==> config.mk <==
export PLATFORM = sky130hd
export DESIGN_NAME = tbc_path
export DESIGN_NICKNAME = d
export VERILOG_FILES = /design/src/core/tbc_pkg.sv /design/src/core/tbc_path.sv
export VERILOG_INCLUDE_DIRS = /design/src /design/src/core
export SDC_FILE = /design/constraint.sdc
export NUM_CORES = 1
export LEC_CHECK = 0
export BUFFER_PORTS_ARGS = -buffer_cell sky130_fd_sc_hd__buf_2
export CORE_MARGIN = 4
export CORE_UTILIZATION = 48
export DETAILED_ROUTE_END_ITERATION = 6
export PLACE_DENSITY_LB_ADDON = 0.1
export SLEW_MARGIN = 20
export SYNTH_ARGS = -nofsm -noshare
export SYNTH_HDL_FRONTEND = slang
export SYNTH_SLANG_ARGS = --single-unit
==> constraint.sdc <==
create_clock -name clk_sys -period 25.4 [get_ports clk_sys]
set_clock_uncertainty 0.05 [all_clocks]
set_input_delay 7.62 -clock clk_sys [delete_from_list [all_inputs] [get_ports clk_sys]]
set_output_delay 7.62 -clock clk_sys [all_outputs]
set_load 0.01 [all_outputs]
==> src/core/tbc_consts.svh <==
`ifndef TBC_CONSTS_SVH
`define TBC_CONSTS_SVH

// Input type that hands the chain over to the script value
`define TBC_TYPE_SCRIPT     3'h5
// Main sequencer states in which a drive request may pass
`define TBC_MAIN_RUN_A      4'h5
`define TBC_MAIN_RUN_B      4'ha
// Gain reset value and the fixed divide in the multiply stage
`define TBC_GAIN_DEFAULT    16'sh0080
`define TBC_GAIN_SHIFT      7
// Saturation limits
`define TBC_S16_MAX         16'sh7fff
`define TBC_S16_MIN         16'sh8000
`define TBC_POS_MAX         16'sh7fff
// Direction nudge values
`define TBC_NUDGE_FWD       16'sh0001
`define TBC_NUDGE_REV       16'shffff
// Wiring styles of the pot scaler
`define TBC_WIRE_ONE        2'h0
`define TBC_WIRE_TWO        2'h1
`define TBC_WIRE_THREE      2'h2

`endif

==> src/core/tbc_pkg.sv <==
package tbc_pkg;

	// Script-writable values
	typedef struct packed {
		logic signed [15:0] gain;
		logic signed [15:0] bias;
		logic signed [15:0] accel;
		logic signed [15:0] brake;
	} tbc_script_t;

	// Observed values of the chain
	typedef struct packed {
		logic signed [15:0] accel_cmd;
		logic signed [15:0] brake_cmd;
		logic signed [15:0] shaped_accel;
		logic signed [15:0] shaped_brake;
		logic signed [15:0] mapped_accel;
		logic signed [15:0] mapped_decel;
		logic [15:0]        accel_pot_out;
		logic [15:0]        brake_pot_out;
		logic               motor_drive;
	} tbc_obs_t;

endpackage

==> src/core/tbc_path.sv <==
`timescale 1ns/1ps
`include "tbc_consts.svh"
// What this block does
// - Acceleration raw command is a 16-bit magnitude from input type and wiper.
// - Mapped accel exactly zero becomes +1 forward or -1 reverse.
// - Accel type 5 uses the script acceleration value instead.
// - Accel types 1-4 ignore the script value and pass mapped value.
// - Multiply by gain, divide by 128, then add bias.
// - Gain defaults to 128, a pass-through.
// - Gain and bias are signed.
// - Pump mode clamps shaped acceleration to non-negative.
// - Interlock off, fault, or main state not 5/10 zeroes accel request.
// - Motor drives only when absolute accel request exceeds 1.
// - Brake value is signed 16-bit from brake type and wiper.
// - Brake type 5 takes the script brake value.
// - Brake types 1-4 ignore script brake value and pass mapped brake.
// - Brake value saturates to 0 through 32767.
// - Brake path off forces brake request zero, else passes shaped brake.
// - Speed modes zero accel request while brake request is non-zero.
// - Firmware-mapped accel value is exposed to script readers.
// - Type 5 pot output stays zero until pot setup is done.
// - Pot position 0-100% is 0-32767, rescaled per wiring style.
module tbc_path #(
	parameter int ADC_W = 12
) (
	input  wire logic                clk_sys,
	input  wire logic                rst,
	input  wire logic                tick,
	input  wire logic [2:0]          accel_type,
	input  wire logic [2:0]          brake_type,
	input  wire logic [ADC_W-1:0]    accel_wiper_sample,
	input  wire logic [ADC_W-1:0]    brake_wiper_sample,
	input  wire logic [ADC_W-1:0]    pot_low_sample,
	input  wire logic [1:0]          accel_wiring,
	input  wire logic [1:0]          brake_wiring,
	input  wire logic                accel_pot_setup,
	input  wire logic                brake_pot_setup,
	input  wire logic signed [15:0]  accel_map_value,
	input  wire logic signed [15:0]  brake_map_value,
	input  wire logic                fwd_switch,
	input  wire logic                rev_switch,
	input  wire logic                pump_mode,
	input  wire logic                interlock_on,
	input  wire logic                fault_zero_accel,
	input  wire logic [3:0]          main_state,
	input  wire logic                brake_path_on,
	input  wire logic                speed_mode,
	input  wire logic                wr_gain,
	input  wire logic                wr_bias,
	input  wire logic                wr_accel,
	input  wire logic                wr_brake,
	input  wire logic signed [15:0]  wr_data,
	output tbc_pkg::tbc_script_t     script_regs,
	output tbc_pkg::tbc_obs_t        obs,
	output logic [15:0]              accel_raw_cmd,
	output logic signed [15:0]       brake_raw_value
);

	// Script values: only these are writable from outside
	logic signed [15:0] gain_reg;
	logic signed [15:0] gain_next;
	logic signed [15:0] bias_reg;
	logic signed [15:0] bias_next;
	logic signed [15:0] sacc_reg;
	logic signed [15:0] sacc_next;
	logic signed [15:0] sbrk_reg;
	logic signed [15:0] sbrk_next;

	// Next gain; signed, so a negative gain reverses the request
	always_comb begin
		gain_next = gain_reg;
		if (wr_gain) begin
			gain_next = wr_data;
		end
	end

	// Gain register, default is a pass-through multiply
	always_ff @(posedge clk_sys) begin
		if (rst) begin
			gain_reg <= `TBC_GAIN_DEFAULT;
		end else begin
			gain_reg <= gain_next;
		end
	end

	// Next bias; signed offset added after the divide
	always_comb begin
		bias_next = bias_reg;
		if (wr_bias) begin
			bias_next = wr_data;
		end
	end

	// Bias register
	always_ff @(posedge clk_sys) begin
		if (rst) begin
			bias_reg <= 16'sh0000;
		end else begin
			bias_reg <= bias_next;
		end
	end

	// Next script acceleration value
	always_comb begin
		sacc_next = sacc_reg;
		if (wr_accel) begin
			sacc_next = wr_data;
		end
	end

	// Script acceleration register
	always_ff @(posedge clk_sys) begin
		if (rst) begin
			sacc_reg <= 16'sh0000;
		end else begin
			sacc_reg <= sacc_next;
		end
	end

	// Next script brake value
	always_comb begin
		sbrk_next = sbrk_reg;
		if (wr_brake) begin
			sbrk_next = wr_data;
		end
	end

	// Script brake register
	always_ff @(posedge clk_sys) begin
		if (rst) begin
			sbrk_reg <= 16'sh0000;
		end else begin
			sbrk_reg <= sbrk_next;
		end
	end

	// Pot pin synchronisers, two flip-flops per pin
	logic [ADC_W-1:0]   acc_s1_reg;
	logic [ADC_W-1:0]   acc_s2_reg;
	logic [ADC_W-1:0]   brk_s1_reg;
	logic [ADC_W-1:0]   brk_s2_reg;
	logic [ADC_W-1:0]   low_s1_reg;
	logic [ADC_W-1:0]   low_s2_reg;

	// Accelerator wiper; stage one feeds only stage two
	always_ff @(posedge clk_sys) begin
		if (rst) begin
			acc_s1_reg <= '0;
			acc_s2_reg <= '0;
		end else begin
			acc_s1_reg <= accel_wiper_sample;
			acc_s2_reg <= acc_s1_reg;
		end
	end

	// Brake wiper; stage one feeds only stage two
	always_ff @(posedge clk_sys) begin
		if (rst) begin
			brk_s1_reg <= '0;
			brk_s2_reg <= '0;
		end else begin
			brk_s1_reg <= brake_wiper_sample;
			brk_s2_reg <= brk_s1_reg;
		end
	end

	// Pot low return; stage one feeds only stage two
	always_ff @(posedge clk_sys) begin
		if (rst) begin
			low_s1_reg <= '0;
			low_s2_reg <= '0;
		end else begin
			low_s1_reg <= pot_low_sample;
			low_s2_reg <= low_s1_reg;
		end
	end

	// Rescale a sample to 0..32767 by wiring style
	function automatic logic [15:0] pot_scale(input logic [ADC_W-1:0] w, input logic [ADC_W-1:0] lo,
						  input logic [1:0] style);
		logic [ADC_W-1:0] d;
		logic [15:0]      s;
		d = w;
		if (style == `TBC_WIRE_THREE) begin
			d = (w > lo) ? ADC_W'(w - lo) : '0;
		end
		s = 16'(({16'h0000, d} << 15) >> ADC_W);
		if (style == `TBC_WIRE_TWO) begin
			s = 16'h7fff - s; // Rheostat reads high at rest
		end
		return s;
	endfunction

	// Saturate a 32-bit signed value into signed 16
	function automatic logic signed [15:0] sat16(input logic signed [31:0] v);
		if (v > 32'sd32767) begin
			return `TBC_S16_MAX;
		end else if (v < -32'sd32768) begin
			return `TBC_S16_MIN;
		end
		return v[15:0];
	endfunction

	// Datapath outputs
	tbc_pkg::tbc_obs_t  obs_reg;
	tbc_pkg::tbc_obs_t  obs_next;
	logic [15:0]        raw_reg;
	logic [15:0]        raw_next;
	logic signed [15:0] braw_reg;
	logic signed [15:0] braw_next;

	// Chain intermediate values, all combinational
	logic [15:0]        a_scaled;
	logic [15:0]        b_scaled;
	logic               a_script;
	logic               b_script;
	logic signed [15:0] mapped;
	logic signed [15:0] sel;
	logic signed [31:0] prod;
	logic signed [31:0] sum;
	logic signed [15:0] shaped;
	logic signed [15:0] bsel;
	logic signed [15:0] bshaped;
	logic signed [15:0] bcmd;
	logic               run_state;
	logic               accel_block;
	logic signed [15:0] acmd;
	logic               drive;

	// Pot scaling from the synchronised samples
	always_comb begin
		a_scaled = pot_scale(acc_s2_reg, low_s2_reg, accel_wiring);
		b_scaled = pot_scale(brk_s2_reg, low_s2_reg, brake_wiring);
		a_script = (accel_type == `TBC_TYPE_SCRIPT);
		b_script = (brake_type == `TBC_TYPE_SCRIPT);
	end

	// Direction nudge on a zero mapped value
	always_comb begin
		mapped = accel_map_value;
		if (mapped == 16'sh0000) begin
			if (fwd_switch) begin
				mapped = `TBC_NUDGE_FWD;
			end else if (rev_switch) begin
				mapped = `TBC_NUDGE_REV;
			end
		end
	end

	// Source select, then gain, divide and bias
	always_comb begin
		sel  = a_script ? sacc_reg : mapped;
		prod = (32'(sel) * 32'(gain_reg)) >>> `TBC_GAIN_SHIFT;
		sum  = prod + 32'(bias_reg);
	end

	// Saturate rather than wrap, then clamp reverse away in pump mode
	always_comb begin
		shaped = sat16(sum);
		if (pump_mode && shaped < 16'sh0000) begin
			shaped = 16'sh0000;
		end
	end

	// Brake source select, limiter and enable switch
	always_comb begin
		bsel    = b_script ? sbrk_reg : brake_map_value;
		bshaped = bsel;
		if (bsel < 16'sh0000) begin
			bshaped = 16'sh0000;
		end
		bcmd = brake_path_on ? bshaped : 16'sh0000;
	end

	// Final request gating; a brake request wins in speed modes
	always_comb begin
		run_state   = (main_state == `TBC_MAIN_RUN_A) || (main_state == `TBC_MAIN_RUN_B);
		accel_block = !interlock_on || fault_zero_accel || !run_state;
		acmd        = shaped;
		if (accel_block) begin
			acmd = 16'sh0000;
		end
		if (speed_mode && bcmd != 16'sh0000) begin
			acmd = 16'sh0000;
		end
	end

	// Motor drive decision on the request magnitude
	always_comb begin
		drive = (acmd > 16'sh0001) || (acmd < -16'sh0001);
	end

	// Next raw values, loaded only on the update tick
	always_comb begin
		raw_next  = raw_reg;
		braw_next = braw_reg;
		if (tick) begin
			raw_next  = a_script ? 16'h0000 : a_scaled;
			braw_next = b_script ? 16'sh0000 : $signed(b_scaled);
		end
	end

	// Next observed values, loaded only on the update tick
	always_comb begin
		obs_next = obs_reg;
		if (tick) begin
			obs_next.accel_pot_out = (a_script && !accel_pot_setup) ? 16'h0000 : a_scaled;
			obs_next.brake_pot_out = (b_script && !brake_pot_setup) ? 16'h0000 : b_scaled;
			obs_next.mapped_accel  = accel_map_value;
			obs_next.mapped_decel  = brake_map_value;
			obs_next.shaped_accel  = shaped;
			obs_next.shaped_brake  = bshaped;
			obs_next.brake_cmd     = bcmd;
			obs_next.accel_cmd     = acmd;
			obs_next.motor_drive   = drive;
		end
	end

	// Observation registers
	always_ff @(posedge clk_sys) begin
		if (rst) begin
			obs_reg <= '0;
		end else begin
			obs_reg <= obs_next;
		end
	end

	// Raw value registers
	always_ff @(posedge clk_sys) begin
		if (rst) begin
			raw_reg  <= '0;
			braw_reg <= '0;
		end else begin
			raw_reg  <= raw_next;
			braw_reg <= braw_next;
		end
	end

	// Outputs straight from their registers
	assign script_regs     = '{gain: gain_reg, bias: bias_reg, accel: sacc_reg, brake: sbrk_reg};
	assign obs             = obs_reg;
	assign accel_raw_cmd   = raw_reg;
	assign brake_raw_value = braw_reg;

endmodule

# ---- Word level (Yosys, flattened, before mapping)
# Cells that the tools add are included.
dict set report word_totals {
  inputBits 114
  word_cells 82
  register_bits 297
  output_inout_bits 225
}
dict set report op_classes {
  n_reduce_logical 14
  muxes 25
  magnitude_cmp 8
  mul 1
  n_eq_ne 8
  n_addsub 5
}
# operator n
set op_table {}
lappend op_table {{16-bit two-way mux} 19}
lappend op_table {{16-bit by 1-bit < comparator with 1-bit output (second input constant)} 3}
lappend op_table {{12-bit two-way mux} 4}
lappend op_table {{16-bit by 16-bit multiplier with 32-bit output} 1}
lappend op_table {{15-bit by 15-bit subtractor with 16-bit output (first input constant)} 2}
lappend op_table {{25-bit by 16-bit adder with 26-bit output} 1}
lappend op_table {{26-bit by 16-bit > comparator with 1-bit output (second input constant)} 1}
lappend op_table {{26-bit by 16-bit < comparator with 1-bit output (second input constant)} 1}
lappend op_table {{12-bit > comparator} 2}
lappend op_table {{12-bit subtractor} 2}
lappend op_table {{16-bit by 2-bit > comparator with 1-bit output (second input constant)} 1}
lappend op_table {{16-bit logical NOT} 1}
lappend op_table {{16-bit nonzero test} 1}
lappend op_table {{3-bit == test (second input constant)} 2}
lappend op_table {{2-bit by 1-bit == test with 1-bit output (second input constant)} 2}
lappend op_table {{2-bit == test (second input constant)} 2}
lappend op_table {{4-bit by 3-bit == test with 1-bit output (second input constant)} 1}
lappend op_table {{4-bit == test (second input constant)} 1}
lappend op_table {{1-bit logical AND} 4}
lappend op_table {{1-bit logical NOT} 4}
lappend op_table {{1-bit logical OR} 4}
lappend op_table {{1-bit two-way mux} 2}

# ---- Depth between registers and ports, before layout
dict set report logic_depth {
  word_depth 17
  ltp_mapped 44
  depth_no_buf 40
}

# ---- Worst setup path after synthesis
# Ideal clock, no wire load.
dict set report synth_path {
  kind {input to register}
  start {in accel_map_value[2]}
  end {reg obs_reg, in the netlist obs[88]}
  setup_ns 0.119
  t_required_ns 25.231
  setup_slack_ns 8.539
  path_buffers 4
  cell_stages 40
  arrival_ns 16.692
  path_cell_list {nor4_1 -> and4_1 -> and2_1 -> clkbuf_1 -> o21ai_0 -> o21ai_0 -> clkbuf_1 -> nand2_1 -> fa_1 -> fa_1 -> fa_1 -> fa_1 -> inv_1 -> fa_1 -> inv_1 -> fa_1 -> inv_1 -> ha_1 -> [4 not listed] -> o21a_1 -> o32ai_2 -> a41oi_1 -> nor2b_1 -> o21ai_1 -> xor2_1 -> ha_1 -> clkbuf_1 -> nand2_1 -> o21ai_0 -> a21o_1 -> a2111oi_0 -> a21oi_4 -> inv_1 -> a31oi_2 -> buf_6 -> nor2_1 -> o21ai_1}
}
dict set report synth_via {
  elab_chain_len 13
  elab_cells_between_ends 16
  cone_classes {add/sub: 1; mul: 1; order compare: 3; mux: 9; reduce/logical: 2}
}
# element line_no
set synth_lines {}
lappend synth_lines {{from (decl)} tbc_path.sv:38} ;# input wire logic signed [15:0] accel_map_value,
lappend synth_lines {{16-bit two-way mux} tbc_path.sv:244} ;# end else if (rev_switch) begin
lappend synth_lines {{16-bit two-way mux} tbc_path.sv:242} ;# if (fwd_switch) begin
lappend synth_lines {{16-bit two-way mux *} tbc_path.sv:241} ;# if (mapped == 16'sh0000) begin
lappend synth_lines {{16-bit two-way mux *} tbc_path.sv:252} ;# sel = a_script ? sacc_reg : mapped;
lappend synth_lines {{16-bit by 16-bit multiplier with 32-bit output *} tbc_path.sv:253} ;# prod = (32'(sel) * 32'(gain_reg)) >>> `TBC_GAIN_SHIFT;
lappend synth_lines {{25-bit by 16-bit adder with 26-bit output *} tbc_path.sv:254} ;# sum = prod + 32'(bias_reg);
lappend synth_lines {{26-bit by 16-bit < comparator with 1-bit output} tbc_path.sv:198} ;# end else if (v < -32'sd32768) begin
lappend synth_lines {{1-bit two-way mux} tbc_path.sv:198}
lappend synth_lines {{1-bit two-way mux} tbc_path.sv:196} ;# if (v > 32'sd32767) begin
lappend synth_lines {{16-bit two-way mux *} tbc_path.sv:201} ;# return v[15:0];
lappend synth_lines {{16-bit by 1-bit < comparator with 1-bit output} tbc_path.sv:260} ;# if (pump_mode && shaped < 16'sh0000) begin
lappend synth_lines {{1-bit logical AND} tbc_path.sv:260}
lappend synth_lines {{16-bit two-way mux *} tbc_path.sv:260}
lappend synth_lines {{to (signal assigned)} tbc_path.sv:324} ;# obs_reg <= obs_next;
lappend synth_lines {{to (decl)} tbc_path.sv:205} ;# tbc_pkg::tbc_obs_t obs_reg;
# Mark *: on every way between the ends. The rest lies on a longest branch, timed or not.
# A chain may end at the register's enable or synchronous reset.

# ---- Worst setup path after layout
dict set report layout_path {
  start {in accel_map_value[2]}
  end {reg obs_reg, in the netlist obs[81]}
}
# The elaborated chain is that of the path after synthesis.

==> results.cfg <==
[detailed_routing]
post_drt_wl_per_cell_um = 19.9
drtPass1Iterations = 7
vias_per_cell = 5.35
drc = 0
via_count = 18500
drtIter0Drc = 1108
drt-total-wl_um = 68700
ant_nets = 0

[die]
die_w_um = 225
die_area_mm2 = 0.0508
fp.dieH_um = 225
start_util_pct = 48.6
io_pins = 339
core_mm2 = 0.0467
rows = 79

[hold_path]
hold_depth = 1
hold_class = register to register

[finish]
syn_to_final_growth_pct = 14.3
drive_gt1_share_pct = 16.0
final_cell_mix = 352 x inv_1, 331 x buf_2, 283 x dfxtp_1
nets = 3329
largest_register_ffs = 121
fillers = 4443
layout_commonest_cell = inv_1
final_util_pct = 55.5

[logic_synthesis]
syn_inst = 2556
yosysSeqAreaShare_pct = 25.0
synth_cell_types = 80
synth_mux_area_share_pct = 5.08
synth_top_family_by_area = adder cells
ys_ff_latch = 283
synth-main-ff-cell = dfxtp_1
synth_xor_area_share_pct = 2.78
synth_area_per_cell_um2 = 8.87
synthSimpleGateAreaFrac_pct = 17.9
synthAdderAreaFrac_pct = 30.5
synth_edf_count = 0
synth_warnings = 0
netlist_area_mm2 = 0.0227
ys_async_sr_fraction_pct = 0
synth_compound_area_share_pct = 10.3

[clock_network]
clockBufferDepth = 3
postCtsSetupBuffers = 0
ctsRootBufferMaster = clkbuf_16
clkLatencyLatePin_ps = 600
cts_resized = 0
hold_buffers = 0
cts_made_buffers = 30
cts_tree = done
htree_levels = 1
numClockSinks = 283
clk_pin_slew_ps = 60

[timing]
slew_headroom_pct = 35.3
finalHoldViolCount = 0
tightest_slew_ps = 964
setup_tns_ps = 0
rsz0062_at_grt = false
fmax_mhz = 57.0
post-route-min-period_ps = 17540
period_share_pct = 69.0
setup_violations = 0
slew_violations = 0

[global_routing]
grt_pass1_wl_um = 108000
antenna_found_initial = 3
grt_max_degree = 109
grt_usage_pct = 27.0
grt_remaining_overflow = 0
grt_pass1_vias = 19200

[worst_setup_path]
cp_slowest_cell = a31oi_2
cp_common_cell = fa_1
critPathMaxStageDelay_ps = 640
path_class = primary input to register
r2r_cells = 31
path_max_fanout = 16
critical_path.endpoint_type = register
crit_buf_inv = 5
path_delay_family = adder cells
crit_cells = 38
start_kind = primary input
arrival_ps = 17980
worst_ep_required_time_ps = 25850

[placed_design]
port_buffers = 332
place_hpwl_um = 54800
routabilityCongestion = 0.936

[power_and_ir_drop]
cellPowerDensity_mw_per_mm2 = 123
p_leak_nw = 12.7
peakVddDrop_mv = 0.134

[run]
maxCapViolations = 0

[status]
status = completed
-- routing by layer --
layer | part of all wire (%) | GRT usage (%)
met3 | 6.2 | 5.64
met5 | 0.019 | 0
met2 | 48 | 46.0
met1 | 42 | 34.7
met4 | 3.6 | 8.58
-- cell type report --
cell class | instances | area, um^2 | area share (%)
Tap cell | 607 | 759 | 2.93
Clock buffer | 35 | 820 | 3.16
Timing Repair Buffer | 357 | 1860 | 7.18
Inverter | 353 | 1330 | 5.12
Multi-Input combinational cell | 1796 | 15100 | 58.4
Sequential cell | 283 | 5670 | 21.9
Antenna cell | 1 | 2.50 | 0.00966
Clock inverter | 21 | 335 | 1.29
-- report_power, final --
group | switching [mW] | internal (mW)
sequential | 0.0269 | 0.476
combinational | 1.38 | 0.813
clock | 0.192 | 0.305
total | 1.60 | 1.59
-- cell usage after synthesis (all sizes together), types with 21 or more instances --
library cell / instances / share of area (%)
nor2b: 86 / 2.4
clkbuf: 103 / 1.7
a22oi: 49 / 1.6
buf: 26 / 0.82
a21o: 21 / 0.71
inv: 353 / 5.8
xnor2: 41 / 1.6
mux2i: 114 / 5.0
xor2: 31 / 1.2
fa: 264 / 23
o21ai: 93 / 2.1
nor3: 38 / 0.84
dfxtp: 283 / 25
a21oi: 91 / 2.1
nand2: 256 / 4.2
nand3: 21 / 0.46
and2: 119 / 3.3
ha: 130 / 7.2
nor2: 254 / 4.2
-- metrics by stage --
stage / setup WS, ps / instances / hold slack, ps / cell area [um^2] / total power, mW
global route: 7160 / 3452 / 404 / 25900 / 3.50
floorplan: 8540 / 2561 / 364 / 22700 / 2.17
global placement: 7670 / 3396 / 367 / 24700 / 2.66
finish: 7860 / 3453 / 386 / 25900 / 3.20
detailed placement: 7420 / 3396 / 371 / 24700 / 2.69
CTS: 7990 / 3452 / 386 / 25900 / 3.21
-- final timing paths --
path	startpoint	end	slack [ps]
setup / recovery	accel_map_value[2]	obs[81]	7860
hold / removal	brk_s1_reg[10]	brk_s2_reg[10]	390
setup reg to reg	gain_reg[2]	obs[81]	15640
hold reg to reg	brk_s1_reg[10]	brk_s2_reg[10]	390
-- cell families after synthesis --
logic type	Yosys count
fa+ha+maj	394
xor+xnor	72
simple gates	855
mux	115
buf+inv	482
flops	283
other cells	1
compound gates	354
-- worst reg2reg max path: cells and delay by family (launching register included) --
kind | cells | cell delay, ps
fa+ha+maj | 8 | 3890
compound gates | 8 | 2430
simple gates | 11 | 2060
flops | 1 | 950
buf+inv | 3 | 190
xor+xnor | 1 | 110
Power figures use the tool's default switching activity.
